$ cat src/logic/sbgt_consts.svh
// Purpose: Offsets, field positions, reset values and timing counts of the general timer.
// Assumes: Included by the timer module and the testbench.
// Notes:   Register offsets are byte addresses on a 32-bit AXI4-Lite bus.
`ifndef SBGT_CONSTS_SVH
`define SBGT_CONSTS_SVH

// ----------------------------------------------------------------------------
// Register offsets
// ----------------------------------------------------------------------------
`define SBGT_OFF_CTRL 8'h00
`define SBGT_OFF_PERIOD 8'h04
`define SBGT_OFF_COUNT 8'h08
`define SBGT_OFF_STATUS 8'h0C
`define SBGT_OFF_IRQCFG 8'h10

// ----------------------------------------------------------------------------
// Field positions
// ----------------------------------------------------------------------------
`define SBGT_BIT_RUN 15
`define SBGT_BIT_IDLESTOP 13
`define SBGT_BIT_GATE 6
`define SBGT_BIT_PS_HI 5
`define SBGT_BIT_PS_LO 4
`define SBGT_BIT_SYNC 2
`define SBGT_BIT_CLKSRC 1
`define SBGT_BIT_FLAG 0
`define SBGT_BIT_IE 0
`define SBGT_BIT_PRI_HI 3
`define SBGT_BIT_PRI_LO 1

// ----------------------------------------------------------------------------
// Reset values and timing counts
// ----------------------------------------------------------------------------
`define SBGT_RST_CTRL 16'h0000
`define SBGT_RST_PERIOD 16'hFFFF
`define SBGT_CTRL_MASK 32'h0000A076
`define SBGT_PS_LIM_1 8'h00
`define SBGT_PS_LIM_8 8'h07
`define SBGT_PS_LIM_64 8'h3F
`define SBGT_PS_LIM_256 8'hFF
`define SBGT_RESP_OKAY 2'b00
`define SBGT_RESP_SLVERR 2'b10

`endif

$ cat src/logic/sbgt_pkg.sv
// Purpose: Types shared by the general timer.
// Assumes: Constants come from sbgt_consts.svh.
// Notes:   Holds only types.
package sbgt_pkg;

  // --------------------------------------------------------------------------
  // Prescale ratio codes and the control word
  // --------------------------------------------------------------------------
  typedef enum logic [1:0] {
    SBGT_PS_1 = 2'b00,
    SBGT_PS_8 = 2'b01,
    SBGT_PS_64 = 2'b10,
    SBGT_PS_256 = 2'b11
  } sbgt_pscale_t;

  typedef struct packed {
    logic runControl;
    logic idleStopSelect;
    logic gateAccumulateEnable;
    sbgt_pscale_t prescaleSelect;
    logic extClockSyncSelect;
    logic clockSourceSelect;
  } sbgt_ctrl_t;

endpackage : sbgt_pkg

$ cat src/logic/sbgt_timer.sv
// Purpose: 16-bit general timer/counter with period match, gate and prescaler, AXI4-Lite slave.
// Assumes: clk_sys is the oscillator; all pins are synchronous to clk_sys.
// Notes:   The internal count clock is clk_sys divided by two.
//
// Local design decisions: the placing of the registers and the AXI4-Lite interface to the registers.
`include "sbgt_consts.svh"

module sbgt_timer
  import sbgt_pkg::*;
#(
  parameter int CNT_W = 16
)(
  input wire logic clk_sys,
  input wire logic rst,
  input wire logic [7:0] s_axi_awaddr,
  input wire logic s_axi_awvalid,
  output logic s_axi_awready,
  input wire logic [31:0] s_axi_wdata,
  input wire logic [3:0] s_axi_wstrb,
  input wire logic s_axi_wvalid,
  output logic s_axi_wready,
  output logic [1:0] s_axi_bresp,
  output logic s_axi_bvalid,
  input wire logic s_axi_bready,
  input wire logic [7:0] s_axi_araddr,
  input wire logic s_axi_arvalid,
  output logic s_axi_arready,
  output logic [31:0] s_axi_rdata,
  output logic [1:0] s_axi_rresp,
  output logic s_axi_rvalid,
  input wire logic s_axi_rready,
  input wire logic extClockPin,
  input wire logic gatePin,
  input wire logic cpuIdle,
  input wire logic cpuSleep,
  output logic timerIrq,
  output logic [2:0] timerIrqPriority,
  output logic rtcTick
);

  // --------------------------------------------------------------------------
  // Elaboration check
  // --------------------------------------------------------------------------
  if (CNT_W < 8 || CNT_W > 16)
  begin : g_bad_width
    $error("CNT_W must lie between 8 and 16.");
  end

  // Prescaler terminal value for a ratio code.
  function automatic logic [7:0] psLimit(input sbgt_pscale_t ps);
    case (ps)
      SBGT_PS_1: psLimit = `SBGT_PS_LIM_1;
      SBGT_PS_8: psLimit = `SBGT_PS_LIM_8;
      SBGT_PS_64: psLimit = `SBGT_PS_LIM_64;
      SBGT_PS_256: psLimit = `SBGT_PS_LIM_256;
      default: psLimit = `SBGT_PS_LIM_1;
    endcase
  endfunction : psLimit

  // Merges the low two byte lanes of a write into a 16-bit register value.
  function automatic logic [15:0] laneMerge(input logic [15:0] old, input logic [31:0] d,
                                            input logic [3:0] s);
    laneMerge = {s[1] ? d[15:8] : old[15:8], s[0] ? d[7:0] : old[7:0]};
  endfunction : laneMerge

  // --------------------------------------------------------------------------
  // State
  // --------------------------------------------------------------------------
  sbgt_ctrl_t ctrl_r;
  logic [CNT_W-1:0] period_r;
  logic [CNT_W-1:0] count_r;
  logic [7:0] psCnt_r;
  logic flag_r;
  logic ie_r;
  logic [2:0] pri_r;
  logic intPhase_r;
  logic extSync1_r;
  logic extSync2_r;
  logic extSync3_r;
  logic extRaw_r;
  logic gateSync1_r;
  logic gateSync2_r;
  logic gateSync3_r;
  logic awHave_r;
  logic wHave_r;
  logic [7:0] awAddr_r;
  logic [31:0] wData_r;
  logic [3:0] wStrb_r;

  // --------------------------------------------------------------------------
  // Bus decode
  // --------------------------------------------------------------------------
  wire awTake = s_axi_awvalid && s_axi_awready;
  wire wTake = s_axi_wvalid && s_axi_wready;
  wire arTake = s_axi_arvalid && s_axi_arready;
  wire wrDo = awHave_r && wHave_r && !s_axi_bvalid;
  wire lowLanes = wStrb_r[0] || wStrb_r[1];
  wire wrCtrl = wrDo && awAddr_r == `SBGT_OFF_CTRL && lowLanes;
  wire wrPeriod = wrDo && awAddr_r == `SBGT_OFF_PERIOD && lowLanes;
  wire wrCount = wrDo && awAddr_r == `SBGT_OFF_COUNT && lowLanes;
  wire wrStatus = wrDo && awAddr_r == `SBGT_OFF_STATUS && wStrb_r[0];
  wire wrIrq = wrDo && awAddr_r == `SBGT_OFF_IRQCFG && wStrb_r[0];
  wire wrMapped = awAddr_r == `SBGT_OFF_CTRL || awAddr_r == `SBGT_OFF_PERIOD ||
    awAddr_r == `SBGT_OFF_COUNT || awAddr_r == `SBGT_OFF_STATUS ||
    awAddr_r == `SBGT_OFF_IRQCFG;
  wire [15:0] periodMerged = laneMerge(16'(period_r), wData_r, wStrb_r); // Unstrobed lanes kept.
  wire [15:0] countMerged = laneMerge(16'(count_r), wData_r, wStrb_r);
  wire [15:0] ctrlLowOld = {ctrl_r.runControl, 1'b0, ctrl_r.idleStopSelect, 6'h00,
    ctrl_r.gateAccumulateEnable, ctrl_r.prescaleSelect, 1'b0, ctrl_r.extClockSyncSelect,
    ctrl_r.clockSourceSelect, 1'b0};
  wire [15:0] ctrlMerged = laneMerge(ctrlLowOld, wData_r, wStrb_r);

  // Read multiplexer; reserved control bits read as zero.
  wire [31:0] ctrlRead = {16'h0000, ctrlLowOld};
  wire rdMapped = s_axi_araddr == `SBGT_OFF_CTRL || s_axi_araddr == `SBGT_OFF_PERIOD ||
    s_axi_araddr == `SBGT_OFF_COUNT || s_axi_araddr == `SBGT_OFF_STATUS ||
    s_axi_araddr == `SBGT_OFF_IRQCFG;
  wire [31:0] rdMux =
    (s_axi_araddr == `SBGT_OFF_CTRL) ? ctrlRead :
    (s_axi_araddr == `SBGT_OFF_PERIOD) ? 32'(period_r) :
    (s_axi_araddr == `SBGT_OFF_COUNT) ? 32'(count_r) :
    (s_axi_araddr == `SBGT_OFF_STATUS) ? {31'h00000000, flag_r} :
    (s_axi_araddr == `SBGT_OFF_IRQCFG) ? {28'h0000000, pri_r, ie_r} : 32'h00000000;

  // --------------------------------------------------------------------------
  // Count clock selection
  // --------------------------------------------------------------------------
  // Internal clock ticks every second oscillator cycle.
  wire intTick = intPhase_r;
  // Synchronised path reads only the second and third flops.
  wire extSyncEdge = extSync2_r && !extSync3_r;
  // Unsynchronised path samples the pin directly for its rising edge.
  wire extRawEdge = extClockPin && !extRaw_r;
  wire extEdge = ctrl_r.extClockSyncSelect ? extSyncEdge : extRawEdge;
  wire srcTick = ctrl_r.clockSourceSelect ? extEdge : intTick;
  wire asyncMode = ctrl_r.clockSourceSelect && !ctrl_r.extClockSyncSelect;
  // Idle halts only with idle-stop set; sleep stops all but the unsynchronised counter.
  wire halted = !ctrl_r.runControl || (cpuIdle && ctrl_r.idleStopSelect) ||
    (cpuSleep && !asyncMode);
  // Gating applies to the internal clock only.
  wire gateOpen = ctrl_r.clockSourceSelect || !ctrl_r.gateAccumulateEnable ||
    gateSync2_r;
  wire gateFall = !gateSync2_r && gateSync3_r;
  wire gateFallEv = gateFall && ctrl_r.gateAccumulateEnable && !ctrl_r.clockSourceSelect &&
    ctrl_r.runControl;
  wire [7:0] psLim = psLimit(ctrl_r.prescaleSelect);
  wire psStep = srcTick && !halted && gateOpen;
  wire cntTick = psStep && psCnt_r >= psLim;
  wire match = cntTick && count_r == period_r;
  wire flagClr = wrStatus && wData_r[`SBGT_BIT_FLAG];
  wire flag_nxt = match || gateFallEv || (flag_r && !flagClr);
  wire [CNT_W-1:0] count_nxt = wrCount ? countMerged[CNT_W-1:0] :
    match ? '0 : cntTick ? count_r + 1'b1 : count_r;

  // --------------------------------------------------------------------------
  // Bus handshake registers
  // --------------------------------------------------------------------------
  always_ff @(posedge clk_sys or posedge rst)
  begin
    if (rst)
    begin
      s_axi_awready <= 1'b1;
      s_axi_wready <= 1'b1;
      s_axi_bvalid <= 1'b0;
      s_axi_bresp <= `SBGT_RESP_OKAY;
      awHave_r <= 1'b0;
      wHave_r <= 1'b0;
      awAddr_r <= 8'h00;
      wData_r <= 32'h00000000;
      wStrb_r <= 4'h0;
    end
    else
    begin
      if (awTake)
      begin
        awHave_r <= 1'b1;
        awAddr_r <= {s_axi_awaddr[7:2], 2'b00};
        s_axi_awready <= 1'b0;
      end
      if (wTake)
      begin
        wHave_r <= 1'b1;
        wData_r <= s_axi_wdata;
        wStrb_r <= s_axi_wstrb;
        s_axi_wready <= 1'b0;
      end
      if (wrDo)
      begin
        s_axi_bvalid <= 1'b1;
        s_axi_bresp <= wrMapped ? `SBGT_RESP_OKAY : `SBGT_RESP_SLVERR;
      end
      if (s_axi_bvalid && s_axi_bready)
      begin
        s_axi_bvalid <= 1'b0;
        awHave_r <= 1'b0;
        wHave_r <= 1'b0;
        s_axi_awready <= 1'b1;
        s_axi_wready <= 1'b1;
      end
    end
  end

  // Read channel answers one cycle after the address is taken.
  always_ff @(posedge clk_sys or posedge rst)
  begin
    if (rst)
    begin
      s_axi_arready <= 1'b1;
      s_axi_rvalid <= 1'b0;
      s_axi_rdata <= 32'h00000000;
      s_axi_rresp <= `SBGT_RESP_OKAY;
    end
    else if (arTake)
    begin
      s_axi_arready <= 1'b0;
      s_axi_rvalid <= 1'b1;
      s_axi_rdata <= rdMux;
      s_axi_rresp <= rdMapped ? `SBGT_RESP_OKAY : `SBGT_RESP_SLVERR;
    end
    else if (s_axi_rvalid && s_axi_rready)
    begin
      s_axi_rvalid <= 1'b0;
      s_axi_arready <= 1'b1;
    end
  end

  // --------------------------------------------------------------------------
  // Software registers
  // --------------------------------------------------------------------------
  always_ff @(posedge clk_sys or posedge rst)
  begin
    if (rst)
    begin
      ctrl_r <= sbgt_ctrl_t'(7'h00);
      period_r <= CNT_W'(`SBGT_RST_PERIOD);
      ie_r <= 1'b0;
      pri_r <= 3'h0;
    end
    else
    begin
      if (wrCtrl)
      begin
        ctrl_r.runControl <= ctrlMerged[`SBGT_BIT_RUN];
        ctrl_r.idleStopSelect <= ctrlMerged[`SBGT_BIT_IDLESTOP];
        ctrl_r.gateAccumulateEnable <= ctrlMerged[`SBGT_BIT_GATE];
        ctrl_r.prescaleSelect <= sbgt_pscale_t'(ctrlMerged[`SBGT_BIT_PS_HI:`SBGT_BIT_PS_LO]);
        ctrl_r.extClockSyncSelect <= ctrlMerged[`SBGT_BIT_SYNC];
        ctrl_r.clockSourceSelect <= ctrlMerged[`SBGT_BIT_CLKSRC];
      end
      if (wrPeriod)
        period_r <= periodMerged[CNT_W-1:0];
      if (wrIrq)
      begin
        ie_r <= wData_r[`SBGT_BIT_IE];
        pri_r <= wData_r[`SBGT_BIT_PRI_HI:`SBGT_BIT_PRI_LO];
      end
    end
  end

  // --------------------------------------------------------------------------
  // Counting core
  // --------------------------------------------------------------------------
  always_ff @(posedge clk_sys or posedge rst)
  begin
    if (rst)
    begin
      intPhase_r <= 1'b0;
      extSync1_r <= 1'b0;
      extSync2_r <= 1'b0;
      extSync3_r <= 1'b0;
      extRaw_r <= 1'b0;
      gateSync1_r <= 1'b0;
      gateSync2_r <= 1'b0;
      gateSync3_r <= 1'b0;
      psCnt_r <= 8'h00;
      count_r <= '0;
      flag_r <= 1'b0;
    end
    else
    begin
      intPhase_r <= !intPhase_r;
      extSync1_r <= extClockPin;
      extSync2_r <= extSync1_r;
      extSync3_r <= extSync2_r;
      extRaw_r <= extClockPin;
      gateSync1_r <= gatePin;
      gateSync2_r <= gateSync1_r;
      gateSync3_r <= gateSync2_r;
      // Prescaler clears while stopped so a restart begins a full division.
      psCnt_r <= !ctrl_r.runControl || cntTick ? 8'h00 : psStep ? psCnt_r + 8'h01 : psCnt_r;
      count_r <= count_nxt;
      flag_r <= flag_nxt;
    end
  end

  // Interrupt request, priority and time-base tick leave from flops.
  always_ff @(posedge clk_sys or posedge rst)
  begin
    if (rst)
    begin
      timerIrq <= 1'b0;
      timerIrqPriority <= 3'h0;
      rtcTick <= 1'b0;
    end
    else
    begin
      timerIrq <= flag_r && ie_r;
      timerIrqPriority <= pri_r;
      rtcTick <= match;
    end
  end
endmodule : sbgt_timer

$ cat config.mk
export PLATFORM = sky130hd
export DESIGN_NAME = sbgt_timer
export DESIGN_NICKNAME = d
export VERILOG_FILES = /design/src/logic/sbgt_pkg.sv /design/src/logic/sbgt_timer.sv
export VERILOG_INCLUDE_DIRS = /design/src /design/src/logic
export SDC_FILE = /design/constraint.sdc
export NUM_CORES = 1
export LEC_CHECK = 0
export ABC_AREA = 1
export BUFFER_PORTS_ARGS = -buffer_cell sky130_fd_sc_hd__buf_2
export CAP_MARGIN = 20
export CELL_PAD_IN_SITES_DETAIL_PLACEMENT = 1
export CELL_PAD_IN_SITES_GLOBAL_PLACEMENT = 2
export CORE_MARGIN = 10
export CORE_UTILIZATION = 30
export CTS_BUF_LIST = sky130_fd_sc_hd__clkbuf_8 sky130_fd_sc_hd__clkbuf_16
export CTS_CLUSTER_SIZE = 40
export DETAILED_ROUTE_END_ITERATION = 8
export PLACE_DENSITY = 0.75
export SLEW_MARGIN = 20
export SYNTH_ARGS = -nofsm -noshare
export SYNTH_HDL_FRONTEND = slang
export SYNTH_SLANG_ARGS = --single-unit
$ cat constraint.sdc
create_clock -name clk_sys -period 4.1 [get_ports clk_sys]
set_clock_uncertainty 0.2 [all_clocks]
set_input_delay 0.82 -clock clk_sys [delete_from_list [all_inputs] [get_ports clk_sys]]
set_output_delay 0.82 -clock clk_sys [all_outputs]
set_load 0.01 [all_outputs]
==> results.sh, run 1 <==
export IMPL_final_setup_tns_ps=0
export IMPL_finalSetupViolCount=0
export IMPL_dieHeight_um=161.9
export IMPL_status="complete, no violations"
export IMPL_vias=4918
export IMPL_critPathRequiredTime_ps=4210
export IMPL_worst_pin_slew_ps=876.5
export IMPL_postCtsHoldBufs=0
export IMPL_antenna_found_initial=0
export IMPL_grt_max_degree=60
export IMPL_r2r_cells=16
export IMPL_endpoint_kind="flip-flop"
export IMPL_regArea_um2=2851
export IMPL_wire_per_inst_um=15.58
export IMPL_synth_area_leaders="dfrtp_1 39%, nand2_1 15%, dfstp_2 8.3%, inv_1 5.1%, o21ai_0 4.9%"
export IMPL_netlist_top_cells_count="244 x nand2_1, 94 x dfrtp_1, 82 x inv_1, 59 x o21ai_0, 30 x nor2_1"
export IMPL_hold_viol=0
export IMPL_die_x_um=161.9
export IMPL_ys_ff_latch=113
export IMPL_cts_sinks=113
export IMPL_hp_start="gateSync1_r"
export IMPL_fin_crit_sh=0.5876
export IMPL_hold_path_end="gateSync2_r"
export IMPL_n_fill_cell=2430
export IMPL_reg2reg_from="ctrlLowOld[4]"
export IMPL_cts_buffers=17
export IMPL_rsz0062_at_grt="false"
export IMPL_routed_wl_um=17090
export IMPL_cts_buffer_depth=2
export IMPL_grt_pass1_wl_um=28080
export IMPL_synth_most_common_cell="nand2_1"
export IMPL_start_kind="flip-flop"
export IMPL_synth_edff_count=0
export IMPL_avgViaCountPerCell=4.483
export IMPL_worst_slack_ps=1691
export IMPL_path_clk_slew_ps=60
export IMPL_slew_viol_final=0
export IMPL_grt_pass1_vias=5220
export IMPL_fin_nets=890
export IMPL_path_class="flip-flop to flip-flop"
export IMPL_drtPass1Iterations=4
export IMPL_ys_types=40
export IMPL_ys_seq_area_frac=0.4721
export IMPL_worstPathArrival_ps=2520
export IMPL_diodes=0
export IMPL_ir_worst_vdd_mv=0.2647
export IMPL_grtUsageTotal=0.1345
export IMPL_cts_resized=0
export IMPL_yosys_most_used_dff="dfrtp_1"
export IMPL_drc=0
export IMPL_gp_congestion=0.8218
export IMPL_dp_cells=1065
export IMPL_synth_area_per_cell_um2=8.063
export IMPL_initial_utilization=0.3073
export IMPL_maxCapViolations=0
export IMPL_maxSlewHeadroom=0.4121
export IMPL_final_cell_count_no_fill=1097
export IMPL_synth_top_cell_by_area="dfrtp_1"
export IMPL_postCtsSetupRepairBufs=0
export IMPL_clockRootBuffer="clkbuf_16"
export IMPL_portBuffers=70
export IMPL_synthCells=749
export IMPL_reg2reg_to="count_r[9]"
export IMPL_place_area_um2=6525
export IMPL_powerDensity_nw_per_um2=618.0
export IMPL_grt_ovfl_total=0
export IMPL_multi_input_area_um2=2594
export IMPL_h_tree_depth=4
export IMPL_max_freq_mhz=415.1
export IMPL_io_pins=109
export IMPL_dp_hpwl_um=12880
export IMPL_drt_iter0_drc=200
export IMPL_reg2reg_slack_ps=1690
export IMPL_hold_class="flip-flop to flip-flop"
export IMPL_async_flop_share=1.000
export IMPL_synth_area_um2=6040
export IMPL_synth_top_area_share=0.3895
export IMPL_period_needed_ps=2409
export IMPL_ant_nets=0
export IMPL_crit_fanout=9
export IMPL_insertion_delay_ps=430
export IMPL_pre_cts_ws_ps=1434
export IMPL_drive_above_1_share=0.2019
export IMPL_hold_path_depth=0
export IMPL_num_rows=51
export IMPL_coreArea_um2=19650
export IMPL_area_growth_pct=18.48
export IMPL_dieArea_um2=26210
export IMPL_fin_area_um2=7156
export IMPL_synth_warnings=0
export IMPL_cts_tree="yes"
export IMPL_leakage_uw=0.003567
-- metrics by stage --
stage               power (uW)  utilization  hold slack, ps
detailed placement        2863       0.3320           136.3
floorplan                 2480            -           131.2
finish                    4422       0.3641           147.8
global placement          2833       0.3320           135.1
global route              4748       0.3641           150.3
CTS                       4492       0.3641           149.8
-- registers in the layout, indices dropped and copies added, names as in the netlist, 2 cells and up --
name	flops
psCnt_r	8
awAddr_r	6
count_r	16
s_axi_rdata	16
timerIrqPriority	3
wStrb_r	2
period_r	16
wData_r	16
pri_r	3
ctrlLowOld	7
-- report_power, final --
| group | internal (uW) | switching, uW |
|---|---|---|
| clock | 1060 | 533 |
| combinational | 382 | 750 |
| sequential | 1440 | 266 |
-- how the worst max path moves through the flow --
stage,from,endpoint,slack [ps],cells after the start
after global placement,s_axi_araddr[6],s_axi_rdata[2],1410,12
after detailed placement,s_axi_araddr[6],s_axi_rdata[2],1430,12
after global routing,ctrlLowOld[4],count_r[9],1520,16
after CTS,ctrlLowOld[4],count_r[9],1680,16
final,ctrlLowOld[4],count_r[9],1690,16
after floorplan,rst,awAddr_r[2],120,1
-- worst max-delay path, stage by stage, from the launching register on --
cell     delay, ps
dfrtp_1        450
nor2_2         180
ha_1           270
inv_1           60
nand2_1         60
nand2_1         70
nand2_1         60
nand2_1         70
nand2_1         50
nand2_1         60
nand2_2         90
nand2_2        170
nand2_4         90
o21ai_4        170
inv_4          110
nand2_1         90
nand2_1         50
-- metal layers --
| layer | track usage | wire length (um) | part of all wire | vias to the layer above |
|---|---|---|---|---|
| li1 | - | - | - | 2478 |
| met1 | 0.1839 | 8722 | 0.51 | 2319 |
| met2 | 0.1958 | 7207 | 0.42 | 105 |
| met3 | 0.04221 | 943 | 0.055 | 16 |
| met4 | 0.04508 | 212 | 0.012 | 0 |
| met5 | 0 | 0 | 0 | - |
-- layout make-up --
cell class | instances | area share
Tap cell | 265 | 0.04634
Sequential cell | 113 | 0.3985
Clock inverter | 12 | 0.02291
Multi-Input combinational cell | 517 | 0.3625
Timing Repair Buffer | 74 | 0.05316
Inverter | 96 | 0.05141
Clock buffer | 20 | 0.06522
-- cells in the final DEF, fill, tap and decap left out, types with 2 or more instances in the layout --
master / n
nand2_1: 244
dfrtp_1: 94
inv_1: 82
buf_2: 70
o21ai_0: 59
nor2_1: 30
nand3_1: 28
o21ai_1: 25
dfstp_2: 19
conb_1: 18
a21oi_1: 17
clkbuf_16: 17
xor2_1: 15
xnor2_1: 11
nand4_1: 11
nand3_2: 10
inv_2: 8
ha_1: 8
nor2_2: 6
nor3_1: 6
clkinv_2: 5
clkinv_1: 4
nand2_2: 4
bufinv_16: 4
buf_4: 4
inv_4: 3
o22ai_1: 3
o31ai_1: 3
clkbuf_8: 3
xnor2_2: 2
nor2_4: 2
nand3b_1: 2
nor3_2: 2
o21ai_4: 2
nand4_2: 2
clkinvlp_4: 2
-- cell families after synthesis --
logic type	Yosys count	synth area share
adder cells (fa/ha/maj)	8	0.01657
flip-flops	113	0.4721
AND/OR/NAND/NOR	352	0.2602
other	1	0.0006209
XOR/XNOR	28	0.04309
AO/OA/AOI/OAI	111	0.09840
buffers and inverters	136	0.1090
Note: power is estimated with default switching activity, not from simulation.
==> run 2, diff against run 1 <==
--- a/config.mk
+++ b/config.mk
@@ -6,17 +6,17 @@
 export SDC_FILE = /design/constraint.sdc
 export NUM_CORES = 1
 export LEC_CHECK = 0
-export ABC_AREA = 1
+export ABC_AREA = 0
 export BUFFER_PORTS_ARGS = -buffer_cell sky130_fd_sc_hd__buf_2
 export CAP_MARGIN = 20
 export CELL_PAD_IN_SITES_DETAIL_PLACEMENT = 1
 export CELL_PAD_IN_SITES_GLOBAL_PLACEMENT = 2
 export CORE_MARGIN = 10
-export CORE_UTILIZATION = 30
+export CORE_UTILIZATION = 32
 export CTS_BUF_LIST = sky130_fd_sc_hd__clkbuf_8 sky130_fd_sc_hd__clkbuf_16
 export CTS_CLUSTER_SIZE = 40
 export DETAILED_ROUTE_END_ITERATION = 8
-export PLACE_DENSITY = 0.75
+export PLACE_DENSITY = 0.74
 export SLEW_MARGIN = 20
 export SYNTH_ARGS = -nofsm -noshare
 export SYNTH_HDL_FRONTEND = slang
==> constraint.sdc (replaced) <==
create_clock -name clk_sys -period 2.1 [get_ports clk_sys]
set_clock_uncertainty 0.2 [all_clocks]
set_input_delay 0.42 -clock clk_sys [delete_from_list [all_inputs] [get_ports clk_sys]]
set_output_delay 0.42 -clock clk_sys [all_outputs]
set_load 0.01 [all_outputs]
==> results.sh, run 2 <==
export IMPL_fin_nets=787
export IMPL_finalSetupViolCount=47
export IMPL_n_fill_cell=1912
export IMPL_area_growth_pct=44.84
export IMPL_hold_class="input pin to async pin"
export IMPL_path_clk_slew_ps=50
export IMPL_wire_per_inst_um=19.88
export IMPL_synth_edff_count=0
export IMPL_max_stage_delay_ps=510
export IMPL_synth_most_common_cell="dfrtp_1"
export IMPL_avgViaCountPerCell=5.063
export IMPL_maxCapViolations=0
export IMPL_period_needed_ps=2705
export IMPL_drtPass1Iterations=7
export IMPL_dieArea_um2=23530
export IMPL_routed_wl_um=18970
export IMPL_reg2reg_from="ctrlLowOld[5]"
export IMPL_synth_warnings=0
export IMPL_critical_path_buf_inv_count=3
export IMPL_fin_crit_sh=1.288
export IMPL_drc=0
export IMPL_powerDensity_nw_per_um2=1190
export IMPL_final_cell_count_no_fill=954
export IMPL_grt_pass1_vias=5369
export IMPL_grtUsageTotal=0.1560
export IMPL_cp_top_family="compound AO/OA/AOI/OAI gates"
export IMPL_slew_viol_final=0
export IMPL_synthCells=519
export IMPL_cts_tree="yes"
export IMPL_cts_buffer_depth=2
export IMPL_worst_slack_ps=-604.9
export IMPL_ys_seq_area_frac=0.5007
export IMPL_maxSlewHeadroom=0.5848
export IMPL_cts_sinks=113
export IMPL_dp_cells=895
export IMPL_layout_cells_most_common="buf_4"
export IMPL_gp_congestion=0.8922
export IMPL_worstPathArrival_ps=2810
export IMPL_r2r_cells=10
export IMPL_hold_viol=17
export IMPL_max_freq_mhz=369.7
export IMPL_endpoint_kind="flip-flop"
export IMPL_grt_pass1_wl_um=29300
export IMPL_rsz0062_at_grt="true"
export IMPL_cp_cell_sequence="inv_4, ha_4, and4_4, o211a_4, buf_4, a211o_1, a31oi_1, buf_4, a32o_1, a22o_1"
export IMPL_initial_utilization=0.3281
export IMPL_drt_iter0_drc=243
export IMPL_dp_hpwl_um=13070
export IMPL_yosys_most_used_dff="dfrtp_1"
export IMPL_insertion_delay_ps=420
export IMPL_num_rows=48
export IMPL_netlist_top_cells_count="94 x dfrtp_1, 51 x mux2_2, 43 x nand2_1, 42 x nor2_1"
export IMPL_whs_ps=-32.26
export IMPL_reg2reg_to="count_r[8]"
export IMPL_antenna_found_initial=0
export IMPL_synth_area_um2=5695
export IMPL_synth_top_cell_by_area="dfrtp_1"
export IMPL_grt_ovfl_total=0
export IMPL_coreArea_um2=17360
export IMPL_clockRootBuffer="clkbuf_16"
export IMPL_leakage_uw=0.003808
export IMPL_dieHeight_um=153.4
export IMPL_h_tree_depth=4
export IMPL_path_class="flip-flop to flip-flop"
export IMPL_crit_top_cell="buf_4"
export IMPL_portBuffers=70
export IMPL_start_kind="flip-flop"
export IMPL_critPathRequiredTime_ps=2210
export IMPL_grt_max_degree=114
export IMPL_cts_buffers=17
export IMPL_vias=4830
export IMPL_cp_slowest_cell="dfrtp_2"
export IMPL_die_x_um=153.4
export IMPL_diodes=0
export IMPL_synth_top_area_share=0.4130
export IMPL_ant_nets=0
export IMPL_ys_types=65
export IMPL_synth_area_leaders="dfrtp_1 41%, mux2_2 10%, dfstp_2 8.8%, nand2_1 2.8%, buf_4 2.8%"
export IMPL_io_pins=109
export IMPL_async_flop_share=1.000
export IMPL_ys_ff_latch=113
export IMPL_startpoint="ctrlLowOld[5]"
export IMPL_ir_worst_vdd_mv=0.6783
export IMPL_crit_fanout=6
export IMPL_violations="negative hold slack, negative setup slack"
export IMPL_reg2reg_slack_ps=-600
export IMPL_synth_area_per_cell_um2=10.97
export IMPL_final_cell_mix="104 x buf_4, 92 x dfrtp_1, 70 x buf_2"
export IMPL_status="finished, violations left"
export IMPL_drive_above_1_share=0.4883
export IMPL_worst_pin_slew_ps=622.7
==> run 2: layout make-up <==
type / instances / area, um2 / share of cell area
multi-input cells: 369 / 3025 / 0.3668
flip-flops and latches: 113 / 2854 / 0.3460
repair buffers: 200 / 1468 / 0.1779
clock buffers: 20 / 466.7 / 0.05658
well taps: 225 / 281.5 / 0.03413
clock inverters: 12 / 91.34 / 0.01107
inverters: 15 / 62.56 / 0.007584
==> run 2: logic make-up after synthesis <==
family	count (synthesis)	share of synthesized area
compound gates	115	0.1507
xor+xnor	23	0.03537
fa+ha+maj	8	0.01758
buf+inv	54	0.05250
flops	113	0.5007
mux	59	0.1149
other cells	1	0.0006584
simple gates	146	0.1276
==> run 2: worst max path at each step <==
stage | slack [ps] | cells after the start | endpoint
5_1_grt | -640 | 10 | count_r[4]
2_1_floorplan | -420 | 8 | count_r[7]
4_1_cts | -470 | 11 | count_r[0]
3_5_place_dp | -650 | 9 | count_r[7]
6_report | -600 | 10 | count_r[8]
3_3_place_gp | -470 | 8 | count_r[14]
==> run 2: per-stage QoR <==
step	setup WS (ps)	power (uW)	utilization	setup TNS [ps]	area [um2]
final	-604.9	9813	0.4753	-14040	8249
after global routing	-640.5	10370	0.4753	-17320	8249
after CTS	-474.0	9528	0.4629	-9508	8034
after detailed placement	-648.1	6264	0.4046	-15450	7023
after global placement	-474.2	6080	0.4046	-10350	7023
after floorplan	-422.1	4822	-	-5851	5826
==> run 2: what timing repair did <==
action | in CTS | in global routing
gates resized for setup | 66 | 28
cloned | 1 | 0
hold buffers | 6 | 0
setup endpoints to repair | 42 | 42
buffers inserted | 13 | 9
hold endpoints to repair | 6 | 0
pin swaps | 32 | 28
==> run 2: routing by layer <==
layer  vias up  global-route usage  share of wire
li1       2237                   -              -
met1      2422              0.1869           0.44
met2       132              0.2522           0.48
met3        39             0.04489          0.052
met4         0             0.07422          0.028
met5         -                   0              0
==> run 2: where the power goes <==
group	internal, uW	leakage, uW	switching, uW
logic	1960	0.00218	1770
clock network	1690	0.000278	1020
registers	2850	0.00135	520
total	6500	0.00381	3310
==> run 2: tightest hold or removal path: stages <==
cell and delay [ps]:
buf_2 110, clkinvlp_4 70, buf_12 450
==> run 3, diff against run 2 <==
--- a/config.mk
+++ b/config.mk
@@ -16,7 +16,7 @@
 export CTS_BUF_LIST = sky130_fd_sc_hd__clkbuf_8 sky130_fd_sc_hd__clkbuf_16
 export CTS_CLUSTER_SIZE = 40
 export DETAILED_ROUTE_END_ITERATION = 8
-export PLACE_DENSITY = 0.74
+export PLACE_DENSITY = 0.84
 export SLEW_MARGIN = 20
 export SYNTH_ARGS = -nofsm -noshare
 export SYNTH_HDL_FRONTEND = slang
==> results.sh, run 3 (synthesized netlist as in run 2, its figures left out) <==
export IMPL_violations="negative setup slack"
export IMPL_cts_buffers=17
export IMPL_finalSetupViolCount=42
export IMPL_wire_per_inst_um=20.19
export IMPL_drc=0
export IMPL_grt_pass1_vias=5646
export IMPL_gp_congestion=0.8707
export IMPL_grt_max_degree=114
export IMPL_clockRootBuffer="clkbuf_16"
export IMPL_area_growth_pct=45.69
export IMPL_leakage_uw=0.003784
export IMPL_dr_wl_met2_um=9592
export IMPL_maxSlewHeadroom=0.5886
export IMPL_die_x_um=153.4
export IMPL_cp_cell_sequence="nand2_4, ha_4, and4_4, o211a_4, a211oi_4, buf_6, o31ai_4, o22ai_1, a211o_1"
export IMPL_fin_crit_sh=1.234
export IMPL_maxCapViolations=0
export IMPL_grtUsageTotal=0.1628
export IMPL_layout_cells_most_common="buf_4"
export IMPL_drt_iter0_drc=166
export IMPL_start_kind="flip-flop"
export IMPL_portBuffers=70
export IMPL_top_layer="met4"
export IMPL_path_clk_slew_ps=50
export IMPL_drtPass1Iterations=4
export IMPL_worstPathArrival_ps=2690
export IMPL_fin_nets=788
export IMPL_fin_util=0.4781
export IMPL_slew_viol_final=0
export IMPL_coreArea_um2=17360
export IMPL_dieHeight_um=153.4
export IMPL_cp_slowest_cell="dfrtp_2"
export IMPL_worst_pin_slew_ps=617.1
export IMPL_powerDensity_nw_per_um2=1215
export IMPL_vias=4862
export IMPL_hold_class="input pin to async pin"
export IMPL_h_tree_depth=4
export IMPL_max_stage_delay_ps=460
export IMPL_critPathRequiredTime_ps=2200
export IMPL_insertion_delay_ps=420
export IMPL_ant_nets=0
export IMPL_wl_met1_um=8362
export IMPL_drive_above_1_share=0.4890
export IMPL_cts_buffer_depth=2
export IMPL_ir_worst_vdd_mv=0.6080
export IMPL_dieArea_um2=23530
export IMPL_wl_met3_um=957
export IMPL_endpoint_kind="flip-flop"
export IMPL_max_freq_mhz=385.8
export IMPL_crit_fanout=5
export IMPL_num_rows=48
export IMPL_cts_sinks=113
export IMPL_grt_pass1_wl_um=30900
export IMPL_cts_tree="yes"
export IMPL_n_fill_cell=1889
export IMPL_antenna_found_initial=0
export IMPL_hold_viol=0
export IMPL_critical_path_buf_inv_count=1
export IMPL_rsz0062_at_grt="true"
export IMPL_avgViaCountPerCell=5.091
export IMPL_routed_wl_um=19280
export IMPL_period_needed_ps=2592
export IMPL_worst_slack_ps=-491.7
export IMPL_initial_utilization=0.3281
export IMPL_regArea_um2=2853
export IMPL_cp_top_family="compound AO/OA/AOI/OAI gates"
export IMPL_dp_hpwl_um=13740
export IMPL_diodes=0
export IMPL_final_setup_tns_ps=-9630
export IMPL_io_pins=109
export IMPL_multi_input_area_um2=3064
export IMPL_grt_ovfl_total=0
export IMPL_status="finished, violations left"
export IMPL_path_class="flip-flop to flip-flop"
export IMPL_final_cell_mix="108 x buf_4, 93 x dfrtp_1, 70 x buf_2"
-- run 3: path summary, 6_finish.rpt --
| path | startpoint | endpoint | slack, ps | cells past startpoint |
|---|---|---|---|---|
| setup / recovery | ctrlLowOld[5] | count_r[10] | -490 | 9 |
| hold / removal | rst | timerIrqPriority[0] | 4 | 3 |
| setup reg to reg | ctrlLowOld[5] | count_r[10] | -490 | 9 |
| hold reg to reg | gateSync1_r | gateSync2_r | 140 | 0 |
| max in group asynchronous | rst | ctrlLowOld[5] | 1210 | 3 |
| min in group clk_sys | s_axi_bready | wHave_r | 30 | 2 |
-- run 3: cell type report --
| class | instances | area share |
|---|---|---|
| multi-input combinational | 370 | 0.3693 |
| sequential | 113 | 0.3438 |
| timing repair buffer | 200 | 0.1733 |
| tap | 225 | 0.03393 |
| inverter | 15 | 0.007539 |
| clock buffer | 19 | 0.05458 |
| clock inverter | 13 | 0.01764 |
-- run 3: repair_timing --
action                                  CTS  global route
endpoints found under the setup margin   42            45
hold endpoints to repair                  5             0
buffers inserted                         13             2
gates cloned                              2             0
gates resized for setup                  74            24
pin swaps                                16            19
hold buffers                              5             0
-- run 3: power by group --
part	internal (uW)	switching [uW]	total, uW
sequential	2850	525	3370
clock	1910	1040	2950
combinational	1960	1810	3760
-- run 3: worst register-to-register path, stage by stage, from the launching register on --
cell and delay (ps):
dfrtp_2 460, nand2_4 100, ha_4 310, and4_4 230, o211a_4 190, a211oi_4 90, buf_6 150, o31ai_4 370
o22ai_1 140, a211o_1 240
-- run 3: metal layers --
layer,track usage,up-vias
li1,-,2252
met1,0.1916,2466
met2,0.2764,118
met4,0.06973,0
met3,0.03956,26
met5,0,-
-- run 3: per-stage QoR --
stage	hold slack, ps	cells	power [uW]	setup WS, ps	area [um2]
after floorplan	131.2	536	4822	-422.1	5826
after detailed placement	135.8	904	6377	-547.8	7091
after CTS	3.555	954	9895	-477.5	8157
final	3.753	955	10080	-491.7	8298
after global placement	138.0	904	6221	-454.6	7091
after global routing	20.42	955	10610	-581.6	8298
